===== config.mk =====
export PLATFORM = sky130hd
export DESIGN_NAME = cbm_exec
export DESIGN_NICKNAME = d
export VERILOG_FILES = /design/src/rtl/cbm_pkg.sv /design/src/rtl/cbm_exec.sv
export VERILOG_INCLUDE_DIRS = /design/src /design/src/rtl
export SDC_FILE = /design/constraint.sdc
export NUM_CORES = 1
export LEC_CHECK = 0
export BUFFER_PORTS_ARGS = -buffer_cell sky130_fd_sc_hd__buf_2
export CORE_ASPECT_RATIO = 0.7
export CORE_UTILIZATION = 40
export CTS_CLUSTER_DIAMETER = 150
export CTS_CLUSTER_SIZE = 8
export DETAILED_ROUTE_END_ITERATION = 6
export PLACE_DENSITY = 0.59
export SLEW_MARGIN = 0
export SYNTH_ARGS = -nofsm -noshare
export SYNTH_HDL_FRONTEND = slang
export SYNTH_SLANG_ARGS = --single-unit

===== constraint.sdc =====
create_clock -name CLOCK -period 6.2 [get_ports CLOCK]
set_clock_uncertainty 0.05 [all_clocks]
set_input_delay 0.93 -clock CLOCK [delete_from_list [all_inputs] [get_ports CLOCK]]
set_output_delay 0.93 -clock CLOCK [all_outputs]
set_load 0.05 [all_outputs]

===== src/rtl/cbm_defs.svh =====
`ifndef CBM_DEFS_SVH
`define CBM_DEFS_SVH

// Opcode field: instruction bits 23:18 (two octal digits)
`define CBM_OP_XOM       6'h18
`define CBM_OP_HLT       6'h00
`define CBM_OP_MTST      6'h31
`define CBM_OP_REG       6'h09
`define CBM_OP_NULL      6'h06
`define CBM_OP_XQT       6'h38
`define CBM_OP_TRAP      6'h26
`define CBM_OP_PAR       6'h35
`define CBM_OP_MOVE      6'h07
`define CBM_OP_MOVER     6'h3f
// Trap target is location 41 octal
`define CBM_TRAP_ADDR    15'h021
`define CBM_PC_STEP      15'd2
`define CBM_ALL_ONES     24'hffffff
`define CBM_BYTE_MASK_LO 8'hff

`endif


===== src/rtl/cbm_pkg.sv =====
package cbm_pkg;
    typedef enum logic [3:0] {
        ST_IDLE  = 4'h0,
        ST_FETCH = 4'h1,
        ST_DEC   = 4'h2,
        ST_OPRD  = 4'h3,
        ST_EXEC  = 4'h4,
        ST_PAR   = 4'h5,
        ST_MVRD  = 4'h6,
        ST_MVWR  = 4'h7,
        ST_HALT  = 4'h8,
        ST_HANG  = 4'h9,
        ST_XFET  = 4'ha
    } cbm_state_e;
endpackage : cbm_pkg

===== src/rtl/cbm_exec.sv =====
// Function
// - Stop instruction sets halt flip-flop unless run by run-operand
// - Manual-auto toggle or manual step clears halt
// - Interrupt during stop held until resume
// - Halted: pointer is stop address plus two
// - Memory test rewrites word, sets ZM
// - Memory test clears carry
// - Register test rewrites register, ZM, C=0
// - Null instruction changes nothing
// - Run-operand executes word at operand address
// - Run-operand of run-operand hangs until reset
// - Trap loads location 41 octal into holding
// - Parity: copy source, preset destination ones
// - Parity loop: decrement, rotate, XOR, repeat
// - Moves copy 1 to 64 words
// - Moves touch no flags, no address modification
// - Plain move count plus one words via B
// - Plain move advances index two
// - Right move keeps last character in A
// - Right move: B last written, A last read rotated right a byte
`timescale 1ns/1ns
`default_nettype none
`include "cbm_defs.svh"

module cbm_exec (
    input  wire logic        CLOCK,
    input  wire logic        SRST,
    input  wire logic        CE,
    input  wire logic        START,
    input  wire logic [14:0] START_ADDR,
    output logic      [14:0] MEM_ADDR,
    output logic      [23:0] MEM_WDATA,
    output logic             MEM_WE,
    output logic             MEM_RE,
    input  wire logic [23:0] MEM_RDATA,
    input  wire logic        RUN_AUTO,
    input  wire logic        STEP_SW,
    input  wire logic        INT_REQ,
    output logic             INT_SERVICE,
    output logic             HALTED,
    output logic             HUNG,
    output logic      [23:0] ACC_A,
    output logic      [23:0] ACC_B,
    output logic      [23:0] IDX_TWO,
    output logic      [23:0] IDX_THREE,
    output logic      [14:0] PROG_PTR,
    output logic      [23:0] HOLD_INSTR,
    output logic      [3:0]  COND_OZMC
);
    cbm_pkg::cbm_state_e state_ff;
    logic [23:0] regs_ff [0:7];
    logic [23:0] ir_ff;
    logic [23:0] mreg_ff;
    logic [14:0] pc_ff;
    logic [14:0] ea_ff;
    logic [5:0]  cnt_ff;
    logic [3:0]  cc_ff;
    logic        halt_ff;
    logic        int_pend_ff;
    logic        int_svc_ff;
    logic        xq_ff;
    logic [14:0] maddr_ff;
    logic [23:0] mwdata_ff;
    logic        mwe_ff;
    logic        mre_ff;
    logic [1:0]  auto_sync_ff;
    logic [1:0]  step_sync_ff;
    logic        auto_prev_ff;
    logic        step_prev_ff;
    logic        saw_manual_ff;
    logic        resume;
    logic [5:0]  op;
    logic [2:0]  fld_s;
    logic [2:0]  fld_d;
    logic [4:0]  fld_c;
    logic [5:0]  fld_w;

    // Register file index: 0 zero, 1 A, 2 B, 3 index two, 4 index three
    function automatic logic [1:0] zm_of(input logic [23:0] v);
        zm_of = {v == 24'h000000, v[23]};
    endfunction : zm_of

    function automatic logic [23:0] rotl(input logic [23:0] v, input logic [4:0] n);
        logic [47:0] d;
        d = {v, v} << n;
        rotl = d[47:24];
    endfunction : rotl

    // A count of 63 wraps the counter to zero, which still runs 64 words
    function automatic logic [5:0] blk_count(input logic [5:0] c);
        blk_count = c + 6'h01;
    endfunction : blk_count

    assign op    = ir_ff[23:18];
    assign fld_s = ir_ff[17:15];
    assign fld_d = ir_ff[14:12];
    assign fld_c = ir_ff[4:0];
    // Move count field is six bits wide: one to 64 words
    assign fld_w = ir_ff[5:0];

    // Switch pins come from the console, outside the clock domain
    always_ff @(posedge CLOCK)
    begin
        if (SRST)
        begin
            // Idle at auto, so leaving reset shows no false switch edge
            auto_sync_ff <= 2'h3;
            step_sync_ff <= 2'h0;
        end
        else if (CE)
        begin
            auto_sync_ff <= {auto_sync_ff[0], RUN_AUTO};
            step_sync_ff <= {step_sync_ff[0], STEP_SW};
        end
    end

    always_ff @(posedge CLOCK)
    begin
        if (SRST)
        begin
            auto_prev_ff  <= 1'b1;
            step_prev_ff  <= 1'b0;
            saw_manual_ff <= 1'b0;
        end
        else if (CE)
        begin
            auto_prev_ff <= auto_sync_ff[1];
            step_prev_ff <= step_sync_ff[1];
            if (!halt_ff)
                saw_manual_ff <= 1'b0;
            else if (!auto_sync_ff[1])
                saw_manual_ff <= 1'b1;
        end
    end

    // Resume on manual-to-auto after a manual visit, or step in manual
    assign resume = halt_ff && ((saw_manual_ff && auto_sync_ff[1] && !auto_prev_ff)
                    || (!auto_sync_ff[1] && step_sync_ff[1] && !step_prev_ff));

    // Interrupts seen during a halt wait until the halt clears
    always_ff @(posedge CLOCK)
    begin
        if (SRST)
        begin
            int_pend_ff <= 1'b0;
            int_svc_ff  <= 1'b0;
        end
        else if (CE)
        begin
            int_svc_ff <= 1'b0;
            if (halt_ff && !resume)
            begin
                if (INT_REQ)
                    int_pend_ff <= 1'b1;
            end
            else if (int_pend_ff || (INT_REQ && state_ff == cbm_pkg::ST_FETCH))
            begin
                int_pend_ff <= 1'b0;
                int_svc_ff  <= 1'b1;
            end
        end
    end

    always_ff @(posedge CLOCK)
    begin
        if (SRST)
        begin
            state_ff  <= cbm_pkg::ST_IDLE;
            for (int i = 0; i < 8; i++)
                regs_ff[i] <= 24'h000000;
            ir_ff     <= 24'h000000;
            mreg_ff   <= 24'h000000;
            pc_ff     <= 15'h0000;
            ea_ff     <= 15'h0000;
            cnt_ff    <= 6'h00;
            cc_ff     <= 4'h0;
            halt_ff   <= 1'b0;
            xq_ff     <= 1'b0;
            maddr_ff  <= 15'h0000;
            mwdata_ff <= 24'h000000;
            mwe_ff    <= 1'b0;
            mre_ff    <= 1'b0;
        end
        else if (CE)
        begin
            mwe_ff <= 1'b0;
            mre_ff <= 1'b0;
            unique case (state_ff)
                cbm_pkg::ST_IDLE:
                begin
                    if (START)
                    begin
                        pc_ff    <= START_ADDR;
                        maddr_ff <= START_ADDR;
                        mre_ff   <= 1'b1;
                        state_ff <= cbm_pkg::ST_FETCH;
                    end
                end
                cbm_pkg::ST_FETCH:
                begin
                    // Read data are valid in the read strobe cycle and taken at its closing edge
                    ir_ff    <= MEM_RDATA;
                    xq_ff    <= 1'b0;
                    pc_ff    <= pc_ff + 15'd1;
                    state_ff <= cbm_pkg::ST_DEC;
                end
                cbm_pkg::ST_XFET:
                begin
                    if (MEM_RDATA[23:18] == `CBM_OP_XQT)
                        state_ff <= cbm_pkg::ST_HANG;
                    else
                    begin
                        ir_ff    <= MEM_RDATA;
                        xq_ff    <= 1'b1;
                        state_ff <= cbm_pkg::ST_DEC;
                    end
                end
                cbm_pkg::ST_DEC:
                begin
                    ea_ff <= ir_ff[14:0];
                    if (op == `CBM_OP_XOM || op == `CBM_OP_MTST || op == `CBM_OP_XQT)
                    begin
                        maddr_ff <= ir_ff[14:0];
                        mre_ff   <= 1'b1;
                        state_ff <= (op == `CBM_OP_XQT) ? cbm_pkg::ST_XFET : cbm_pkg::ST_OPRD;
                    end
                    else if (op == `CBM_OP_MOVE || op == `CBM_OP_MOVER)
                    begin
                        // Count field only; addresses come from index two and index three, not the address field
                        cnt_ff   <= blk_count(fld_w);
                        state_ff <= cbm_pkg::ST_MVRD;
                    end
                    else if (op == `CBM_OP_PAR)
                    begin
                        mreg_ff      <= regs_ff[fld_s];
                        if (fld_d != 3'd0)
                            regs_ff[fld_d] <= `CBM_ALL_ONES;
                        // Count is taken as given; a larger one only rotates further
                        cnt_ff       <= {1'b0, fld_c};
                        state_ff     <= cbm_pkg::ST_PAR;
                    end
                    else
                        state_ff <= cbm_pkg::ST_EXEC;
                end
                cbm_pkg::ST_OPRD:
                begin
                    maddr_ff <= ea_ff;
                    mwe_ff   <= 1'b1;
                    if (op == `CBM_OP_XOM)
                    begin
                        mwdata_ff  <= regs_ff[1] ^ MEM_RDATA;
                        cc_ff[2:1] <= zm_of(regs_ff[1] ^ MEM_RDATA);
                    end
                    else
                    begin
                        mwdata_ff  <= MEM_RDATA + regs_ff[0];
                        cc_ff[2:1] <= zm_of(MEM_RDATA);
                    end
                    cc_ff[0] <= 1'b0;
                    state_ff <= cbm_pkg::ST_EXEC;
                end
                cbm_pkg::ST_PAR:
                begin
                    if (cnt_ff == 6'h00)
                        state_ff <= cbm_pkg::ST_EXEC;
                    else
                    begin
                        cnt_ff  <= cnt_ff - 6'd1;
                        mreg_ff <= rotl(mreg_ff, 5'd1);
                        if (fld_d != 3'd0)
                            regs_ff[fld_d] <= regs_ff[fld_d] ^ rotl(mreg_ff, 5'd1);
                    end
                end
                cbm_pkg::ST_MVRD:
                begin
                    regs_ff[3] <= regs_ff[3] + 24'd1;
                    maddr_ff   <= regs_ff[3][14:0] + 15'd1;
                    mre_ff     <= 1'b1;
                    state_ff   <= cbm_pkg::ST_MVWR;
                end
                cbm_pkg::ST_MVWR:
                begin
                    maddr_ff <= regs_ff[3][14:0] + regs_ff[4][14:0];
                    mwe_ff   <= 1'b1;
                    if (op == `CBM_OP_MOVER)
                    begin
                        // Left byte of A carries in; word leaves shifted right a byte
                        mwdata_ff  <= {regs_ff[1][23:16], MEM_RDATA[23:8]};
                        regs_ff[2] <= {regs_ff[1][23:16], MEM_RDATA[23:8]};
                        regs_ff[1] <= {MEM_RDATA[7:0], MEM_RDATA[23:8]};
                    end
                    else
                    begin
                        mwdata_ff  <= MEM_RDATA;
                        regs_ff[2] <= MEM_RDATA;
                    end
                    cnt_ff   <= cnt_ff - 6'd1;
                    // Index two steps per word, so it ends advanced by count plus one
                    state_ff <= (cnt_ff == 6'd1) ? cbm_pkg::ST_EXEC : cbm_pkg::ST_MVRD;
                end
                cbm_pkg::ST_EXEC:
                begin
                    if (op == `CBM_OP_HLT && !xq_ff)
                    begin
                        halt_ff  <= 1'b1;
                        pc_ff    <= pc_ff + 15'd1;
                        maddr_ff <= pc_ff;
                        mre_ff   <= 1'b1;
                        state_ff <= cbm_pkg::ST_HALT;
                    end
                    else
                    begin
                        if (op == `CBM_OP_REG && ir_ff[14:12] == 3'd0 && fld_s != 3'd0)
                        begin
                            regs_ff[fld_s] <= regs_ff[fld_s] + regs_ff[0];
                            cc_ff[2:1]     <= zm_of(regs_ff[fld_s]);
                            cc_ff[0]       <= 1'b0;
                        end
                        // Null instruction falls through here untouched
                        if (op == `CBM_OP_TRAP)
                        begin
                            pc_ff    <= `CBM_TRAP_ADDR;
                            maddr_ff <= `CBM_TRAP_ADDR;
                        end
                        else
                            maddr_ff <= pc_ff;
                        mre_ff   <= 1'b1;
                        state_ff <= cbm_pkg::ST_FETCH;
                    end
                end
                cbm_pkg::ST_HALT:
                begin
                    if (!mre_ff && maddr_ff == pc_ff - 15'd1)
                        ir_ff <= ir_ff;
                    if (mre_ff)
                        ir_ff <= MEM_RDATA;
                    if (resume)
                    begin
                        halt_ff  <= 1'b0;
                        // Holding register already has the next instruction
                        state_ff <= cbm_pkg::ST_DEC;
                    end
                end
                cbm_pkg::ST_HANG:
                begin
                    state_ff <= cbm_pkg::ST_HANG;
                end
                default:
                    state_ff <= cbm_pkg::ST_IDLE;
            endcase
        end
    end

    assign MEM_ADDR    = maddr_ff;
    assign MEM_WDATA   = mwdata_ff;
    assign MEM_WE      = mwe_ff;
    assign MEM_RE      = mre_ff;
    assign INT_SERVICE = int_svc_ff;
    assign HALTED      = halt_ff;
    assign HUNG        = (state_ff == cbm_pkg::ST_HANG);
    assign ACC_A       = regs_ff[1];
    assign ACC_B       = regs_ff[2];
    assign IDX_TWO     = regs_ff[3];
    assign IDX_THREE   = regs_ff[4];
    assign PROG_PTR    = pc_ff;
    assign HOLD_INSTR  = ir_ff;
    assign COND_OZMC   = cc_ff;
endmodule : cbm_exec
`default_nettype wire


* Yosys cells after proc, flatten, opt, wreduce, memory -nomap -nowiden
Memories as Yosys holds them, arrays and structs flattened. A register that Yosys moved wholly into a read port is not among the register bits.
Cells that the tools add are included.
** Word-level totals
- Memories :: 1
- Output and inout bits :: 183
- RAM bits :: 192
- Latch bits :: 0
- Input port bits :: 46
- Bits in registers :: 143
- Bits in read-only memories :: 0
** Cells by class
- Equal/unequal tests :: 36
- Bitwise operators :: 7
- $lt $le $gt $ge :: 0
- Multiplexer cells :: 104
- Reduce and logical (&&, ||, !) cells :: 56
- $mul :: 0
- Shift operators :: 0
- Add/subtract/negate cells :: 8
- Divide/modulo/power cells :: 0
** Memory list
- regs_ff :: depth 8, width 24, rd ports 7, clocked after memory_dff 2, wr ports 8, RTL line cbm_exec.sv:51 : logic [23:0] regs_ff [0:7];
** Operators by type and width (count)
- two-way mux 24 bit :: 15
- one-hot mux 24 bit (2 select lines) :: 2
- one-hot mux 15 bit (6 select lines) :: 1
- two-way mux 15 bit :: 5
- logical NOT 24 bit :: 3
- one-hot mux 24 bit (3 select lines) :: 1
- two-way mux 1 bit :: 51
- adder 24 bit :: 2
- OR reduction 24 bit :: 2
- XOR 24 bit :: 2
- one-hot mux 15 bit (3 select lines) :: 1
- one-hot mux 4 bit (11 select lines) :: 1
- == test 6 bit (second input constant) :: 6
- adder 15 x 1 -> 15 bit (second input constant) :: 2
- inequality test 2 bit (second input constant) :: 15
- two-way mux 4 bit :: 7
- adder 24 x 1 -> 24 bit (second input constant) :: 1
- two-way mux 3 bit :: 8
- two-way mux 6 bit :: 4
- AND reduction 4 bit :: 5
- one-hot mux 6 bit (3 select lines) :: 1
- == test 4 x 3 -> 1 bit (second input constant) :: 4
- adder 15 bit :: 1
- nonzero test 3 bit :: 5
- other kinds (28) :: 66

* Longest topological paths before layout
- Depth in word-level cells :: 13
- Mapped depth :: 18

* Worst setup path after synthesis
OpenSTA, ideal clock, no wires.
- Kind :: register -> register
- Start :: register (tool-made name)
- End :: memory regs_ff[3][17], data pin
- Clock period less this slack :: 4247 ps
- Path slack :: 1953 ps
- Data arrival time :: 3921 ps
- Library setup time :: 276 ps
- Cell stages (with the launch flop) :: 17
- Cells stage by stage :: dfxtp_1 -> buf_4 -> buf_2 -> mux4_2 -> mux2i_1 -> inv_1 -> ha_1 -> a211oi_1 -> o21ai_1 -> or3b_1 -> o22ai_2 -> nor3_1 -> o31ai_1 -> a31oi_1 -> xnor2_1 -> o21ai_1 -> o22ai_1
** RTL lines (RTL line)
- end: declaration :: cbm_exec.sv:51

==> out/metrics.yaml <==
drt:
  met1_length_mm: 39.9
  drtIter0Drc: 2918
  route.met2.wl_mm: 36.8
  antenna_left: 0
  drt-wirelength-per-cell_microns: 28.0
  viasPerCell: 6.33
  drt-total-wl_mm: 90.3
  top_layer: "met4"
  wl_met3_mm: 10.9
  drt_first_pass_iters: 5
  vias: 20400
  drc_errors: 0
clock_network:
  post_cts_resized: 0
  h-tree-depth: 2
  insertion_delay_ns: 0.60
  cts.sinks: 340
  cts_hold_buf: 0
  post_cts_buffers: 0
  cts_tree: "yes"
  numCtsBuffers: 48
  clk_path_buf_depth: 3
  root_buffer: "clkbuf_16"
  cts.clk_slew.worst_paths_ns: 0.05
worst_setup_path:
  worstSetupPathType: "flip-flop to flip-flop"
  crit_chain: "mux4_2, mux2i_1, inv_1, ha_1, a211oi_1, o21ai_1, or3b_1, o22ai_2, nor3_1, o31ai_1, a31oi_1, xnor2_1, o21ai_1, o22ai_1"
  required_ns: 6.46
  crit_family: "compound AO/OA/AOI/OAI gates"
  crit_path_max_fanout: 30
  arrival_ns: 5.31
  path_buf_inv: 1
  worstSetupEndpointType: "flip-flop"
  cpMaxStageDelayCell: "dfxtp_4"
  crit_path_frequent_cell: "o21ai_1"
  worst_setup_path_start_kind: "flip-flop"
  cp_slowest_stage_delay_ns: 0.73
synth:
  synth_cell_types: 73
  ys_top_cells_by_count: "nor2_1, nand2_1, edfxtp_1"
  synth-edff-count: 192
  ys_seq_elements: 340
  seq_area_frac_synth_pct: 40.3
  syn_area_sq_um: 21700
  yosysWarningCount: 0
  avgSynthCellArea_sq_um: 9.52
  synth_area_leader_cell: "edfxtp_1"
  synth.most_common_cell: "nor2_1"
  yosysTopAreaCellShare_pct: 26.6
  yosys-top-cells-area: "edfxtp_1, dfxtp_1, mux4_2"
  async_flop_share_pct: 0
  syn_inst: 2277
  synth_ff_type: "edfxtp_1"
die:
  start_util_pct: 41.0
  die_x_microns: 280
  boundaryPins: 229
  row_count: 70
  core_area_sq_um: 52900
  die_y_microns: 197
  die_area_sq_um: 55200
grt:
  grt_max_degree: 69
  grtUsageTotal_pct: 32.2
  grt_pass1_vias: 18800
  antenna_found_initial: 0
  grt_pass1_wl_mm: 130
  grt_overflow: 0
timing:
  finalHoldViolations: 0
  post-route-min-period_ns: 5.05
  setup_viol: 0
  drv_slew: 0
  fmax_ghz: 0.198
  maxSlewHeadroom_pct: 20.2
  setup_tns_ns: 0
  fin_crit_sh_pct: 81.5
  grt_setup_unrepaired: "false"
  finalWorstSetupSlack_ns: 1.15
  tightestPinTransition_ns: 1.19
final_layout:
  n_fill_cell: 5117
  syn2layout_area_growth_pct: 15.4
  multi_input_comb_area_sq_um: 12300
  drive_gt1_share_pct: 18.6
  seqCellArea_sq_um: 8740
  fin_nets: 2587
hold_path:
  worstHoldPathType: "flip-flop to flip-flop"
  min-delay-start: "MEM_ADDR[5]"
outcome:
  status: "completed"
power:
  power_density_nw_per_um2: 253
  power_leakage_nw: 9.98
  peakVddDrop_mv: 0.226
run:
  cap_viol_max_count: 0
placed_design:
  gp_congestion: 0.947
  pre_cts_slack_ns: 1.23
  dp_hpwl_mm: 66.0
  portBuffers: 226
## flip-flops by register name, indices dropped and copies added, names as in the netlist, 2 cells and up, named ones only
signal and flops:
MEM_WDATA 24, MEM_ADDR 15, COND_OZMC 2, auto_sync_ff 2, HOLD_INSTR 24, regs_ff 192
ea_ff 15, step_sync_ff 2, mreg_ff 24, PROG_PTR 15, cnt_ff 6, state_ff 4
## layout by cell type, fill, tap and decap left out, types with 10 or more instances in the layout
cell       instances
nand2b_1          24
a21o_1            29
a221oi_1          17
o31ai_1           10
conb_1            26
a211oi_1          35
buf_4             54
edfxtp_1         192
o22ai_1           24
nand2_1          247
o21ai_0           99
and3_1            18
xnor2_1           49
nor3_1            56
o211ai_1          29
nand3_1           53
a311oi_1          11
buf_2            225
nor2b_1           21
a22oi_1           16
nand4_1           20
a222oi_1          11
xor2_1            79
clkbuf_1          27
nor2_1           296
o21ai_1           33
a31oi_1           10
and2_1            17
clkbuf_16         50
mux2i_1           82
a21oi_1          151
dfxtp_1          144
inv_1             45
mux4_2            96
nor4_1            17
ha_1              65
## final timing paths
| path | end | depth (start not counted) | slack [ns] |
|---|---|---|---|
| worst max register to register | regs_ff[3][17] | 14 | 1.15 |
| worst min register to register | MEM_ADDR[5] | 2 | 0.41 |
| worst max-delay path | regs_ff[3][17] | 14 | 1.15 |
| worst min-delay path | MEM_ADDR[5] | 2 | 0.41 |
## per-layer routing
metal / track usage [%] / vias up
met4: 9.53 / 0
met3: 7.60 / 183
met2: 45.6 / 1366
li1: - / 8811
met1: 48.2 / 10000
met5: 0 / -
## tightest hold or removal path: cells and delay by family, from the launching register on
family	cells	cell delay [ns]
flip-flops	1	0.31
AND/OR/NAND/NOR	1	0.05
AO/OA/AOI/OAI	1	0.05
## logic make-up (layout without fill, tap and decap cells)
family	Yosys count	after routing	synth area share [%]
flops	340	340	40.3
buf+inv	205	405	3.75
compound gates	545	545	16.3
mux	183	183	14.0
simple gates	807	807	16.5
other cells	1	27	0.0173
fa+ha+maj	68	68	4.03
xor+xnor	128	128	5.17
## final cells by class
type,count,area share (%)
inverters,46,0.690
flip-flops and latches,340,34.9
repair buffers,280,6.17
diodes,1,0.0100
multi-input cells,1757,49.0
well taps,720,3.60
clock buffers,77,5.41
clock inverters,2,0.185
## power by group
part           internal, mW  total (mW)  switching [mW]  leakage, nW
logic                 0.406        1.15           0.739         6.14
clock network          1.51        2.57            1.06        0.669
registers              2.46        2.60           0.144         3.17
total                  4.38        6.32            1.94         9.98
## metrics by stage
| step | util [%] | instance area, sq um | cells | hold slack, ns | total power, mW |
|---|---|---|---|---|---|
| 2_1_floorplan | - | 21800 | 2302 | 0.381 | 3.40 |
| 3_3_place_gp | 44.7 | 23600 | 3143 | 0.391 | 3.75 |
| 3_5_place_dp | 44.7 | 23600 | 3143 | 0.396 | 3.76 |
| 4_1_cts | 47.3 | 25000 | 3222 | 0.403 | 6.31 |
| 5_1_grt | 47.3 | 25000 | 3222 | 0.419 | 6.50 |
| 6_report | 47.3 | 25000 | 3223 | 0.406 | 6.32 |
Note: power is estimated with default switching activity, not from simulation.
